$ cat config.mk
export PLATFORM = sky130hd
export DESIGN_NAME = usbsr_core
export DESIGN_NICKNAME = d
export VERILOG_FILES = /design/src/logic/usbsr_pkg.sv /design/src/logic/usbsr_sync.sv /design/src/logic/usbsr_core.sv
export SDC_FILE = /design/constraint.sdc
export NUM_CORES = 1
export LEC_CHECK = 0
export BUFFER_PORTS_ARGS = -buffer_cell sky130_fd_sc_hd__buf_2
export CORE_ASPECT_RATIO = 0.7
export CORE_MARGIN = 2
export CORE_UTILIZATION = 30
export DETAILED_ROUTE_END_ITERATION = 10
export HOLD_SLACK_MARGIN = 0.1
export SLEW_MARGIN = 5
export SYNTH_ARGS = -nofsm -noshare
export SYNTH_HDL_FRONTEND = slang
export SYNTH_SLANG_ARGS = --single-unit
$ cat constraint.sdc
create_clock -name i_mclk -period 3.1 [get_ports i_mclk]
set_clock_uncertainty 0.1 [all_clocks]
set_input_delay 0.155 -clock i_mclk [delete_from_list [all_inputs] [get_ports i_mclk]]
set_output_delay 0.155 -clock i_mclk [all_outputs]
set_load 0.02 [all_outputs]
$ cat src/logic/usbsr_pkg.sv
package usbsr_pkg;
  // register map: the control/status byte sits at its documented address
  localparam logic [15:0] CTL_STATUS_ADDR = 16'h7FD6;
  // field positions inside the control/status byte
  localparam int WAKE_SOURCE_BIT   = 7;
  localparam int DISCONNECT_BIT    = 3;
  localparam int DISC_OE_BIT       = 2;
  localparam int PERSONALITY_BIT   = 1;
  localparam int RESUME_SIGNAL_BIT = 0;
  localparam logic [7:0] CTL_STATUS_RESET = 8'h00;
  // timing
  localparam int  CLK_HZ         = 10_000_000;
  localparam int  IDLE_SUSPEND_US = 3000;
  localparam int  IDLE_SUSPEND_CYCLES = IDLE_SUSPEND_US * (CLK_HZ / 1_000_000);
  localparam int  OSC_RESTART_CYCLES_DEF = 64;
  localparam int  CNT_W          = 16;
  // descriptor byte 7: attributes, self-powered off, remote wakeup bit 5 clear
  localparam int         DESC_ATTR_INDEX = 7;
  localparam logic [7:0] DESC_ATTR_VALUE = 8'h80;
  localparam logic [7:0] DESC_REMOTE_WAKE_MASK = 8'h20;

  typedef enum logic [1:0] {
    USBSR_RUN     = 2'b00,
    USBSR_SUSPEND = 2'b01,
    USBSR_RESTART = 2'b10
  } usbsr_state_t;

  // firmware register access bundle
  typedef struct packed {
    logic        wr;
    logic        rd;
    logic [15:0] addr;
    logic [7:0]  wdata;
  } usbsr_bus_t;

  // line drive bundle toward the transceiver
  typedef struct packed {
    logic drv_en;
    logic dp;
    logic dm;
  } usbsr_line_t;
endpackage

$ cat src/logic/usbsr_sync.sv
`timescale 1ns/10ps
// two-stage synchroniser for levels arriving from pins
module usbsr_sync (
  input  wire logic i_clk,
  input  wire logic i_rst_n,
  input  wire logic i_rst_val,
  input  wire logic i_async,
  output logic      o_sync
);
  logic meta_q;
  logic meta_d;
  logic sync_d;

  // first stage only feeds the second
  always_comb begin
    meta_d = i_async;
    sync_d = meta_q;
  end

  always_ff @(posedge i_clk or negedge i_rst_n) begin
    if (!i_rst_n) begin
      meta_q <= 1'b1;
      o_sync <= 1'b1;
    end else begin
      meta_q <= meta_d;
      o_sync <= sync_d;
    end
  end
endmodule // usbsr_sync

$ cat src/logic/usbsr_core.sv
`timescale 1ns/10ps
module usbsr_core #(
  parameter int OSC_RESTART_CYCLES = usbsr_pkg::OSC_RESTART_CYCLES_DEF,
  parameter int SUSPEND_CYCLES     = usbsr_pkg::IDLE_SUSPEND_CYCLES
) (
  input  wire logic                   i_mclk,
  input  wire logic                   i_rst_n,
  input  wire logic                   i_wake_n,
  input  wire logic                   i_sof,
  input  wire logic                   i_bus_active,
  input  wire logic                   i_idle_request_bit,
  input  wire logic                   i_desc_rd,
  input  wire logic [2:0]             i_desc_index,
  input  wire usbsr_pkg::usbsr_bus_t  i_bus,
  output logic [7:0]                  o_rdata,
  output logic                        o_rvalid,
  output usbsr_pkg::usbsr_line_t      o_line,
  output logic                        o_suspended,
  output logic                        o_osc_run,
  output logic                        o_resume_irq,
  output logic                        o_disconnect_ctl,
  output logic                        o_disconnect_output_en,
  output logic                        o_personality_select,
  output logic [7:0]                  o_desc_data
);
  localparam logic [usbsr_pkg::CNT_W-1:0] SUSP_LAST =
    usbsr_pkg::CNT_W'(SUSPEND_CYCLES - 1);
  localparam logic [usbsr_pkg::CNT_W-1:0] RESTART_LAST =
    usbsr_pkg::CNT_W'(OSC_RESTART_CYCLES - 1);

  logic wake_n_s;
  logic bus_act_s;

  // pins cross two flops before any logic looks at them
  usbsr_sync u_wake_sync (
    .i_clk     (i_mclk),
    .i_rst_n   (i_rst_n),
    .i_rst_val (1'b1),
    .i_async   (i_wake_n),
    .o_sync    (wake_n_s)
  );
  usbsr_sync u_act_sync (
    .i_clk     (i_mclk),
    .i_rst_n   (i_rst_n),
    .i_rst_val (1'b1),
    .i_async   (~i_bus_active),
    .o_sync    (bus_act_s)
  );

  function automatic logic hit(input usbsr_pkg::usbsr_bus_t b);
    hit = (b.addr == usbsr_pkg::CTL_STATUS_ADDR);
  endfunction

  usbsr_pkg::usbsr_state_t state_q, state_d;
  logic [usbsr_pkg::CNT_W-1:0] idle_cnt_q, idle_cnt_d;
  logic [usbsr_pkg::CNT_W-1:0] rst_cnt_q, rst_cnt_d;
  logic                        osc_q, osc_d;
  logic                        irq_q, irq_d;
  logic                        wake_src_q, wake_src_d;
  logic                        resume_sig_q, resume_sig_d;
  logic                        disconnect_ctl_q, disconnect_ctl_d;
  logic                        disconnect_output_en_q, disconnect_output_en_d;
  logic                        personality_select_q, personality_select_d;
  logic                        pin_wake;
  logic                        act_wake;
  logic                        src_clear;

  assign pin_wake  = ~wake_n_s;
  assign act_wake  = ~bus_act_s;
  assign src_clear = i_bus.wr && hit(i_bus) && i_bus.wdata[usbsr_pkg::WAKE_SOURCE_BIT];

  // suspend flop, idle timer and oscillator restart sequence
  always_comb begin
    state_d    = state_q;
    idle_cnt_d = idle_cnt_q;
    rst_cnt_d  = rst_cnt_q;
    osc_d      = osc_q;
    irq_d      = 1'b0;
    case (state_q)
      usbsr_pkg::USBSR_RUN: begin
        osc_d = 1'b1;
        if (i_sof || pin_wake) begin
          idle_cnt_d = '0;
        end else if (idle_cnt_q == SUSP_LAST) begin
          state_d    = usbsr_pkg::USBSR_SUSPEND;
          idle_cnt_d = '0;
        end else begin
          idle_cnt_d = idle_cnt_q + 1'b1;
        end
      end
      usbsr_pkg::USBSR_SUSPEND: begin
        if (pin_wake || act_wake) begin
          state_d   = usbsr_pkg::USBSR_RESTART;
          osc_d     = 1'b1;
          rst_cnt_d = '0;
        end else if (i_idle_request_bit) begin
          osc_d = 1'b0;
        end
      end
      usbsr_pkg::USBSR_RESTART: begin
        // the core clock is modelled as running; the count stands in for settling
        if (rst_cnt_q == RESTART_LAST) begin
          state_d = usbsr_pkg::USBSR_RUN;
          irq_d   = 1'b1;
        end else begin
          rst_cnt_d = rst_cnt_q + 1'b1;
        end
      end
      default: state_d = usbsr_pkg::USBSR_RUN;
    endcase
  end

  always_ff @(posedge i_mclk or negedge i_rst_n) begin
    if (!i_rst_n) begin
      state_q    <= usbsr_pkg::USBSR_RUN;
      idle_cnt_q <= '0;
      rst_cnt_q  <= '0;
      osc_q      <= 1'b1;
      irq_q      <= 1'b0;
    end else begin
      state_q    <= state_d;
      idle_cnt_q <= idle_cnt_d;
      rst_cnt_q  <= rst_cnt_d;
      osc_q      <= osc_d;
      irq_q      <= irq_d;
    end
  end

  // control/status byte; a wake event beats a same-cycle clear
  always_comb begin
    wake_src_d   = wake_src_q;
    resume_sig_d = resume_sig_q;
    disconnect_ctl_d     = disconnect_ctl_q;
    disconnect_output_en_d     = disconnect_output_en_q;
    personality_select_d      = personality_select_q;
    if (i_bus.wr && hit(i_bus)) begin
      resume_sig_d = i_bus.wdata[usbsr_pkg::RESUME_SIGNAL_BIT];
      disconnect_ctl_d     = i_bus.wdata[usbsr_pkg::DISCONNECT_BIT];
      disconnect_output_en_d     = i_bus.wdata[usbsr_pkg::DISC_OE_BIT];
      personality_select_d      = i_bus.wdata[usbsr_pkg::PERSONALITY_BIT];
    end
    if (src_clear) begin
      wake_src_d = 1'b0;
    end
    if (state_q == usbsr_pkg::USBSR_SUSPEND && pin_wake) begin
      wake_src_d = 1'b1;
    end else if (state_q == usbsr_pkg::USBSR_SUSPEND && act_wake) begin
      wake_src_d = 1'b0;
    end
  end

  always_ff @(posedge i_mclk or negedge i_rst_n) begin
    if (!i_rst_n) begin
      wake_src_q   <= usbsr_pkg::CTL_STATUS_RESET[usbsr_pkg::WAKE_SOURCE_BIT];
      resume_sig_q <= usbsr_pkg::CTL_STATUS_RESET[usbsr_pkg::RESUME_SIGNAL_BIT];
      disconnect_ctl_q     <= usbsr_pkg::CTL_STATUS_RESET[usbsr_pkg::DISCONNECT_BIT];
      disconnect_output_en_q     <= usbsr_pkg::CTL_STATUS_RESET[usbsr_pkg::DISC_OE_BIT];
      personality_select_q      <= usbsr_pkg::CTL_STATUS_RESET[usbsr_pkg::PERSONALITY_BIT];
    end else begin
      wake_src_q   <= wake_src_d;
      resume_sig_q <= resume_sig_d;
      disconnect_ctl_q     <= disconnect_ctl_d;
      disconnect_output_en_q     <= disconnect_output_en_d;
      personality_select_q      <= personality_select_d;
    end
  end

  // registered outputs: read port, line drive, status and descriptor byte
  logic [7:0]             rdata_d;
  logic                   rvalid_d;
  usbsr_pkg::usbsr_line_t line_d;
  logic [7:0]             desc_d;
  logic                   susp_now;

  assign susp_now = (state_d == usbsr_pkg::USBSR_SUSPEND);

  always_comb begin
    rdata_d  = 8'h00;
    rvalid_d = i_bus.rd;
    if (i_bus.rd && hit(i_bus)) begin
      rdata_d[usbsr_pkg::WAKE_SOURCE_BIT]   = wake_src_q;
      rdata_d[usbsr_pkg::DISCONNECT_BIT]    = disconnect_ctl_q;
      rdata_d[usbsr_pkg::DISC_OE_BIT]       = disconnect_output_en_q;
      rdata_d[usbsr_pkg::PERSONALITY_BIT]   = personality_select_q;
      rdata_d[usbsr_pkg::RESUME_SIGNAL_BIT] = resume_sig_q;
    end
    // K means D- high, D+ low; released line shows J through the resistors
    line_d.drv_en = resume_sig_d && !susp_now;
    line_d.dp     = 1'b0;
    line_d.dm     = resume_sig_d && !susp_now;
    desc_d = 8'h00;
    if (i_desc_rd && i_desc_index == 3'(usbsr_pkg::DESC_ATTR_INDEX)) begin
      desc_d = usbsr_pkg::DESC_ATTR_VALUE & ~usbsr_pkg::DESC_REMOTE_WAKE_MASK;
    end
  end

  always_ff @(posedge i_mclk or negedge i_rst_n) begin
    if (!i_rst_n) begin
      o_rdata     <= 8'h00;
      o_rvalid    <= 1'b0;
      o_line      <= '0;
      o_suspended <= 1'b0;
      o_desc_data <= 8'h00;
    end else begin
      o_rdata     <= rdata_d;
      o_rvalid    <= rvalid_d;
      o_line      <= line_d;
      o_suspended <= susp_now;
      o_desc_data <= desc_d;
    end
  end

  assign o_osc_run              = osc_q;
  assign o_resume_irq           = irq_q;
  assign o_disconnect_ctl       = disconnect_ctl_q;
  assign o_disconnect_output_en = disconnect_output_en_q;
  assign o_personality_select   = personality_select_q;
endmodule // usbsr_core

==> results.ini, run 1 <==
[routing]
drt-total-wl_um = 5550
wl_per_cell_um = 12.3
drc = 0
routed_via_density = 4.52
dr.first_iter.drc_count = 148
ant_nets = 0
dr.pass1.iters = 4
vias = 2035

[clock_network]
post_cts_buffers = 0
numCtsBuffers = 5
clk_pin_slew_ps = 80
cts_buffer_depth = 2
cts.sinks = 54
insertion_delay_ps = 300
post_cts_resized = 0
cts_tree = yes
root_buffer = clkbuf_16
ctsHoldBuffers = 11
h-tree-depth = 2

[hold_path]
hp-class = in -> reg
hold_start = i_bus[7]
holdPathEnd = wake_src_q
hold_depth = 3

[synthesis]
synth-main-ff-cell = dfrtp_1
synthTopCellsByArea = dfrtp_1 (44%), dfstp_2 (4.7%), nor2_1 (3.7%)
syn_inst = 263
async_flop_share_pct = 100
synth.top_cells.by_count = dfrtp_1 (49), nor2_1 (27), nand2_1 (18)
synth-edff-count = 0
yosysTopAreaCell = dfrtp_1
yosysMostFrequentCell = dfrtp_1
synth_area_per_cell_um2 = 10.5
syn_area_um2 = 2770
yosysTopAreaCellShare_pct = 44.2
ys_types = 52
yosysSeqAreaShare_pct = 49.0
yosysWarnings = 0
ys_ff_latch = 54

[die]
start_util_pct = 30.7
row_count = 29
ios = 62
die_area_um2 = 10000
core-area_um2 = 9030
die_w_um = 119
dieHeight_um = 84.4

[global_route]
grt_util_met1_pct = 18.0
grt_pass1_vias = 2023
grt_max_degree = 36
grt_pass1_wl_um = 9750
grt_use_met3_pct = 3.06
antenna_found_initial = 0
grtUsageMet2_pct = 16.8
grt_use_total_pct = 12.0
top_usage_layer = met1
grt.overflow.total = 0

[timing]
fin_tns_setup_ps = 0
fmax_mhz = 435
worst_pin_slew_ps = 782
maxSlewViolCount = 0
finalHoldViolations = 0
fin_crit_ps = 2300
slew_headroom_pct = 47.8
final-setup-viol-count = 0
rsz0062_at_grt = no
fin_crit_sh_pct = 74.1

[finish]
area_delta_synth_final_pct = 21.7
fillers = 893
fin_nets = 367
antennaDiodeCount = 0
layout-drive-gt1-share_pct = 24.8

[worst_setup_path]
reg2reg_setup_slack_ps = 800
critPathRequiredTime_ps = 3150
reg2reg_depth = 6
critPathKind = reg -> reg
r2r-end = idle_cnt_q[14]
critPathLaunchType = flop
path_max_fanout = 11
cp.arrival_ps = 2350
cp-end-kind = flop
reg2reg_from = idle_cnt_q[0]

[power_and_ir_drop]
finalPower_mw = 1.36
powerDensity_nw_per_um2 = 403
peakVddDrop_v = 0.000189
p_leak_nw = 1.51

[place]
dp_hpwl_um = 4040
gp_congestion = 0.796
io_buffers = 47

[outcome]
status = complete, no violations

[job]
maxCapViolCount = 0

final cells by class:
class                   instances  area [um2]  area share (%)
multi-input cells             191        1300            38.4
clock inverters                 3        26.3           0.779
clock buffers                   5         125            3.71
well taps                     124         155            4.60
flip-flops and latches         54        1360            40.2
inverters                      12        45.0            1.34
repair buffers                 61         368            10.9
routing by layer:
| layer | share of wire (%) | routed length (um) |
|---|---|---|
| met2 | 43 | 2360 |
| met5 | 0 | 0 |
| met4 | 0.81 | 45 |
| met1 | 54 | 2980 |
| met3 | 2.9 | 159 |
per-stage QoR:
stage / worst slack [ps] / instance area (um2) / cells / utilization [%] / hold WS (ps)
final: 802 / 3370 / 450 / 37.3 / 107
after floorplan: 1200 / 2810 / 273 / - / -241
after CTS: 799 / 3370 / 450 / 37.3 / 102
after detailed placement: 818 / 3110 / 431 / 34.4 / 171
after global routing: 519 / 3370 / 450 / 37.3 / 123
after global placement: 845 / 3110 / 431 / 34.4 / 164
how the worst max path moves through the flow:
stage | slack, ps | end | from | cells past startpoint
final | 800 | idle_cnt_q[14] | idle_cnt_q[0] | 6
after global routing | 520 | idle_cnt_q[8] | idle_cnt_q[0] | 6
after CTS | 800 | idle_cnt_q[9] | idle_cnt_q[0] | 6
after detailed placement | 820 | idle_cnt_q[14] | idle_cnt_q[0] | 6
after global placement | 850 | idle_cnt_q[8] | idle_cnt_q[0] | 6
after floorplan | 1200 | rst_cnt_q[15] | state_q[0] | 7
placed cells by master, fill, tap and decap left out, types with 2 or more instances in the layout:
cell,Yosys,routed
and3_1,9,9
dfrtp_1,49,49
nand2b_1,2,2
and4_1,5,5
a21oi_1,10,10
conb_1,1,11
nor2b_1,2,2
and2_1,2,2
o211ai_1,2,2
buf_2,2,47
ha_1,6,6
nand2_1,18,18
nand4b_1,2,2
buf_4,13,3
nand3_1,12,12
nor4_4,3,3
nor3_1,6,6
dfstp_2,5,5
or3_1,5,5
dlygate4sd3_1,0,11
o21ai_0,12,12
xnor2_1,6,6
inv_1,12,12
o31ai_1,4,4
inv_6,0,2
a32o_1,2,2
nand4_1,8,8
nor2_1,27,27
clkbuf_16,0,5
mux2_2,3,3
xor2_1,11,11
registers in the layout, summed over array words and instances, names as in the netlist, 2 cells and up:
register	count
rst_cnt_q	16
state_q	2
idle_cnt_q	16
o_rdata	5
cells by family (layout without fill, tap and decap cells):
| kind of cell | Yosys count | after routing | synth area share (%) |
|---|---|---|---|
| AO/OA/AOI/OAI | 40 | 40 | 10.5 |
| multiplexers | 5 | 5 | 2.12 |
| adder cells (fa/ha/maj) | 6 | 6 | 2.71 |
| buffers and inverters | 28 | 81 | 5.64 |
| flip-flops | 54 | 54 | 49.0 |
| AND/OR/NAND/NOR | 112 | 112 | 24.5 |
| other | 1 | 11 | 0.135 |
| XOR/XNOR | 17 | 17 | 5.37 |
worst max-delay path, cell delays in order, from the launching register on:
cell,delay (ps)
dfrtp_1,410
ha_1,200
nor4bb_1,330
and4_1,260
nor2_1,110
nor2b_1,610
nor2_1,120
report_power, final:
group          total [mW]  switching [mW]  internal (mW)
Clock               0.581           0.274          0.307
Combinational      0.0655          0.0387         0.0268
Sequential          0.712         0.00207          0.710
No activity file was read; power rests on OpenSTA's default activity.
==> run 2, diff against run 1 <==
- clock period: 3.1 -> 2.3 ns (I/O delays scaled with it)
==> run 2 against run 1 <==
Effect of this change:
- core utilization up 0.48 points
- largest cell class unchanged
- first-iteration DRC count down 30%
- final cell count increased by 0.67%
- fmax is 7.3% higher
- highest routed layer unchanged
- sequential share of layout area down 0.52 points
- die area did not move
- non-clock buffer count rose by 3
==> results.ini, run 2 (synthesis results as in run 1) <==
[routing]
dr.first_iter.drc_count = 103  ; -30%
dr.pass1.iters = 4  ; unchanged
vias = 2127  ; +4.5%
drt-total-wl_um = 5790  ; +4.3%
routed_via_density = 4.70  ; +3.8%
wl_per_cell_um = 12.8  ; +3.7%
drc = 0  ; unchanged
ant_nets = 0  ; unchanged

[place]
gp_congestion = 0.840  ; +5.4%
dp_cells = 432  ; +0.23%
dp_hpwl_um = 4090  ; +1.3%
placed_cell_area_um2 = 3130  ; +0.64%
io_buffers = 47  ; unchanged

[clock_network]
numCtsBuffers = 5  ; unchanged
cts_tree = yes
clk_pin_slew_ps = 80  ; about the same
root_buffer = clkbuf_16
post_cts_buffers = 0  ; unchanged
cts_buffer_depth = 2  ; unchanged
insertion_delay_ps = 300  ; about the same
h-tree-depth = 2  ; unchanged
cts.sinks = 54  ; unchanged

[power_and_ir_drop]
peakVddDrop_v = 0.000300  ; +58%
p_leak_nw = 1.53  ; +1.3%
powerDensity_nw_per_um2 = 542  ; +35%

[finish]
layout_commonest_cell = dfrtp_1
fin_cells = 453  ; +0.67%
fillers = 901  ; +0.90%
antennaDiodeCount = 0  ; unchanged
final-seq-area_um2 = 1360  ; unchanged
fin_nets = 370  ; +0.82%
layout-drive-gt1-share_pct = 25.2  ; +0.38 points
reg_top3 = idle_cnt_q: 16 flops, rst_cnt_q: 16 flops, o_rdata: 5 flops
multi_input_area_um2 = 1300  ; about the same
layout_common_cells = dfrtp_1 (49), buf_2 (47), nor2_1 (27)
area_delta_synth_final_pct = 23.2
stdcell_area_um2 = 3420  ; +1.3%

[global_route]
antenna_found_initial = 0  ; unchanged
grt_max_degree = 55  ; +53%
grt_pass1_wl_um = 9960  ; +2.2%
grt_use_total_pct = 12.2  ; +0.19 points
grt.overflow.total = 0  ; unchanged
grt_pass1_vias = 2089  ; +3.3%

[job]
maxCapViolCount = 0  ; unchanged

[timing]
fin_crit_sh_pct = 93.1  ; +19 points
finalHoldViolations = 0  ; unchanged
fmax_mhz = 467  ; +7.3%
fin_crit_ps = 2140  ; -157 ps
rsz0062_at_grt = no
maxSlewViolCount = 0  ; unchanged
fin_tns_setup_ps = 0  ; unchanged
final-setup-viol-count = 0  ; unchanged

[hold_path]
hp-class = in -> reg

[worst_setup_path]
cp_slowest_stage_delay_ps = 520  ; -90 ps
cp-end-kind = flop
critPathLaunchType = flop
cp.buffers_inverters = 1  ; +1
cp.arrival_ps = 2270  ; -80 ps
crit_chain = inv_1, ha_1, nand3_2, and2_2, o21ai_2, or4_1, a21oi_1
critPathRequiredTime_ps = 2430  ; -720 ps
slowest_stage = or4_1
cpLargestDelayFamily = simple AND/OR/NAND/NOR gates
path_max_fanout = 7  ; -4
critPathKind = reg -> reg

[die]
die_w_um = 119  ; unchanged
die_area_um2 = 10000  ; unchanged
row_count = 29  ; unchanged
ios = 62  ; unchanged
start_util_pct = 30.7  ; unchanged
dieHeight_um = 84.4  ; unchanged
core-area_um2 = 9030  ; unchanged

[outcome]
status = complete, no violations

==> run 2: cell count changes in the layout (fill, tap and decap cells not counted) <==
cell,previous run,this run
inv_8,0,1
inv_6,2,1
and2_2,0,1
and2_1,2,1
buf_12,0,1
dlygate4sd3_1,11,13
==> run 2: layout make-up <==
| cell class | instances | share of cell area (%) |
|---|---|---|
| multi-input cells | 191 | 38.0 |
| repair buffers | 64 | 11.9 |
| flip-flops and latches | 54 | 39.7 |
| clock buffers | 5 | 3.66 |
| clock inverters | 3 | 0.842 |
| well taps | 124 | 4.54 |
| inverters | 12 | 1.32 |
==> run 2: per-stage QoR <==
step	hold slack [ps]	power [mW]	worst slack (ps)	utilization, %
after floorplan	-281	1.02	398	-
after global placement	35.7	1.06	196	34.7
after detailed placement	37.2	1.06	113	34.7
after CTS	208	1.87	59.0	37.8
after global routing	227	1.92	93.9	37.8
final	209	1.85	159	37.8
==> run 2: final timing paths <==
kind | cells after the start | startpoint | slack [ps] | endpoint
max | 7 | state_q[1] | 160 | rst_cnt_q[15]
min | 4 | i_bus[15] | 210 | o_rdata[1]
max reg2reg | 7 | state_q[1] | 160 | rst_cnt_q[15]
min reg2reg | 0 | u_act_sync.meta_q | 250 | u_act_sync.o_sync
max in group asynchronous | 3 | i_rst_n | 1560 | u_wake_sync.o_sync
min in group asynchronous | 3 | i_rst_n | 250 | rst_cnt_q[9]
==> run 2: repair_timing <==
action,in CTS,in global routing
hold buffers,13,0
endpoints found under the setup margin,0,1
resized for setup,0,1
endpoints found under the hold margin,70,0
==> run 2: layer usage <==
| layer | global-route usage [%] | wire length (um) | vias to the layer above |
|---|---|---|---|
| li1 | - | - | 1056 |
| met1 | 16.6 | 2860 | 1029 |
| met2 | 19.3 | 2670 | 35 |
| met3 | 2.92 | 179 | 7 |
| met4 | 3.46 | 73 | 0 |
| met5 | 0 | 0 | - |
==> run 2: where the power goes <==
part           leakage, nW  internal [mW]  switching, mW
sequential           0.647          0.956        0.00297
combinational        0.811         0.0410         0.0542
clock               0.0763          0.418          0.378
==> run 2: worst register-to-register path, delay by kind of cell (launching register included) <==
| family | cells | cell delay [ps] |
|---|---|---|
| compound gates | 2 | 260 |
| buf+inv | 1 | 90 |
| flops | 1 | 420 |
| simple gates | 3 | 920 |
| fa+ha+maj | 1 | 280 |
==> run 3, diff against run 2 <==
- RECOVER_POWER: unset -> 25
- SYNTH_HIERARCHICAL: unset -> 1
==> run 3 against run 2 <==
Effect of this change:
- global-route usage is 0.12 points lower
- setup slack better by 55 ps
- synthesized cell count is 0.76% higher
- register-to-register slack better by 50 ps
- total power is 5.2% higher
- sequential power hardly changed
- largest power group unchanged
==> results.ini, run 3 <==
[timing]
holdWs_ps = 181  ; -28.7 ps
layout_setup_ws_ps = 214  ; +54.7 ps
fin_crit_ps = 2090  ; -54.7 ps
slew_headroom_pct = 36.1
fin_crit_sh_pct = 90.7  ; -2.4 points
finalHoldViolations = 0  ; unchanged
maxSlewViolCount = 0  ; unchanged
fin_tns_setup_ps = 0  ; unchanged
rsz0062_at_grt = no
final-setup-viol-count = 0  ; unchanged
fmax_mhz = 479  ; +2.6%
worst_pin_slew_ps = 959

[synthesis]
syn_area_um2 = 2710  ; -2.2%
synth_area_per_cell_um2 = 10.2  ; -2.9%
yosysWarnings = 6  ; +6
syn_inst = 265  ; +0.76%

[die]
die_area_um2 = 9830  ; -2.1%
die_w_um = 118  ; -1.1%
dieHeight_um = 83.5  ; -1.1%
core-area_um2 = 8620  ; -4.6%
start_util_pct = 31.5  ; +0.77 points
row_count = 28  ; -3.4%
ios = 62  ; unchanged

[power_and_ir_drop]
peakVddDrop_v = 0.000270  ; -10%
powerDensity_nw_per_um2 = 571  ; +5.4%
p_leak_nw = 1.63  ; +5.9%
finalPower_mw = 1.95  ; +5.2%

[finish]
antennaDiodeCount = 0  ; unchanged
fin_util_pct = 39.6  ; +1.8 points
fillers = 886  ; -1.7%
layout_commonest_cell = dfrtp_1
reg_top3 = idle_cnt_q: 16 flops, rst_cnt_q: 16 flops, o_rdata: 5 flops
multi_input_area_um2 = 1230  ; -5.0%
fin_nets = 378  ; +2.2%
final-seq-area_um2 = 1360  ; unchanged
area_delta_synth_final_pct = 25.8
fin_cells = 457  ; +0.88%
layout-drive-gt1-share_pct = 22.8  ; -2.4 points
layout_common_cells = dfrtp_1 (49), buf_2 (45), nor2_1 (32)
stdcell_area_um2 = 3410  ; -0.18%

[global_route]
grt_use_met3_pct = 3.07  ; +0.15 points
grt_use_total_pct = 12.1  ; -0.12 points
grtUsageMet2_pct = 17.3  ; -2.0 points
grt_util_met1_pct = 17.3  ; +0.71 points
grt_pass1_wl_um = 9670  ; -2.9%
grt.overflow.total = 0  ; unchanged
antenna_found_initial = 0  ; unchanged
grt_max_degree = 31  ; -44%
grt_pass1_vias = 1953  ; -6.5%
top_usage_layer = met1

[routing]
ant_nets = 0  ; unchanged
drt-total-wl_um = 5610  ; -3.1%
routed_via_density = 4.50  ; -4.2%
wl_per_cell_um = 12.3  ; -4.0%
vias = 2055  ; -3.4%
dr.first_iter.drc_count = 137  ; +33%
drc = 0  ; unchanged
dr.pass1.iters = 4  ; unchanged

[outcome]
status = complete, no violations

[clock_network]
clk_pin_slew_ps = 70  ; about the same
numCtsBuffers = 5  ; unchanged
h-tree-depth = 2  ; unchanged
cts_buffer_depth = 2  ; unchanged
insertion_delay_ps = 300  ; about the same
cts_tree = yes
root_buffer = clkbuf_16
cts.sinks = 54  ; unchanged

[worst_setup_path]
cp-end-kind = flop
path_max_fanout = 11  ; +4
critPathRequiredTime_ps = 2380  ; -50 ps
cp.arrival_ps = 2170  ; -100 ps
critPathKind = reg -> reg
critPathLaunchType = flop

[place]
placed_cell_area_um2 = 3090  ; -1.3%
gp_congestion = 0.844  ; +0.58%
io_buffers = 47  ; unchanged
dp_cells = 434  ; +0.46%
dp_hpwl_um = 4160  ; +1.9%
dp_slack_ps = 220  ; +107 ps

[hold_path]
hp-class = in -> reg

[job]
maxCapViolCount = 0  ; unchanged

[run 3: timing repair]
item / 4_1_cts / 5_1_grt
resized for setup: 0 / 0
hold buffers: 15 / 0
hold endpoints to repair: 66 / 0
buffers inserted: 0 / 0
[run 3: worst paths after layout]
path / from / to / slack (ps) / cells after the start
worst max-delay path: idle_cnt_q[9] / idle_cnt_q[15] / 210 / 6
worst min-delay path: i_bus[25] / o_personality_select / 180 / 3
worst max register to register: idle_cnt_q[9] / idle_cnt_q[15] / 210 / 6
worst min register to register: u_act_sync/meta_q / u_act_sync/o_sync / 260 / 0
max in group asynchronous: i_rst_n / o_resume_irq / 910 / 3
min in group asynchronous: i_rst_n / idle_cnt_q[5] / 530 / 3
[run 3: final cells by class]
type,instances,area share [%]
inverters,11,1.21
clock buffers,6,4.07
flip-flops and latches,54,39.8
repair buffers,72,13.2
well taps,120,4.40
clock inverters,2,1.14
multi-input cells,192,36.1
[run 3: power by group]
group | total [mW] | internal, mW | switching, mW
registers | 0.960 | 0.957 | 0.00297
logic | 0.0912 | 0.0394 | 0.0518
clock network | 0.896 | 0.548 | 0.348
total | 1.95 | 1.54 | 0.403
[run 3: worst max-delay path, stage by stage (launching register included)]
cell and delay (ps):
dfrtp_1 440, or4b_4 570, nor4_4 380, nor2_1 120, nor2_1 100, buf_4 190
nor2_1 70
[run 3: routing by layer]
layer  vias up  wire length (um)  part of all wire (%)
li1       1051                 -                     -
met1       964              2940                    52
met2        35              2390                    43
met3         5               195                   3.5
met4         0                78                   1.4
met5         -                 0                     0
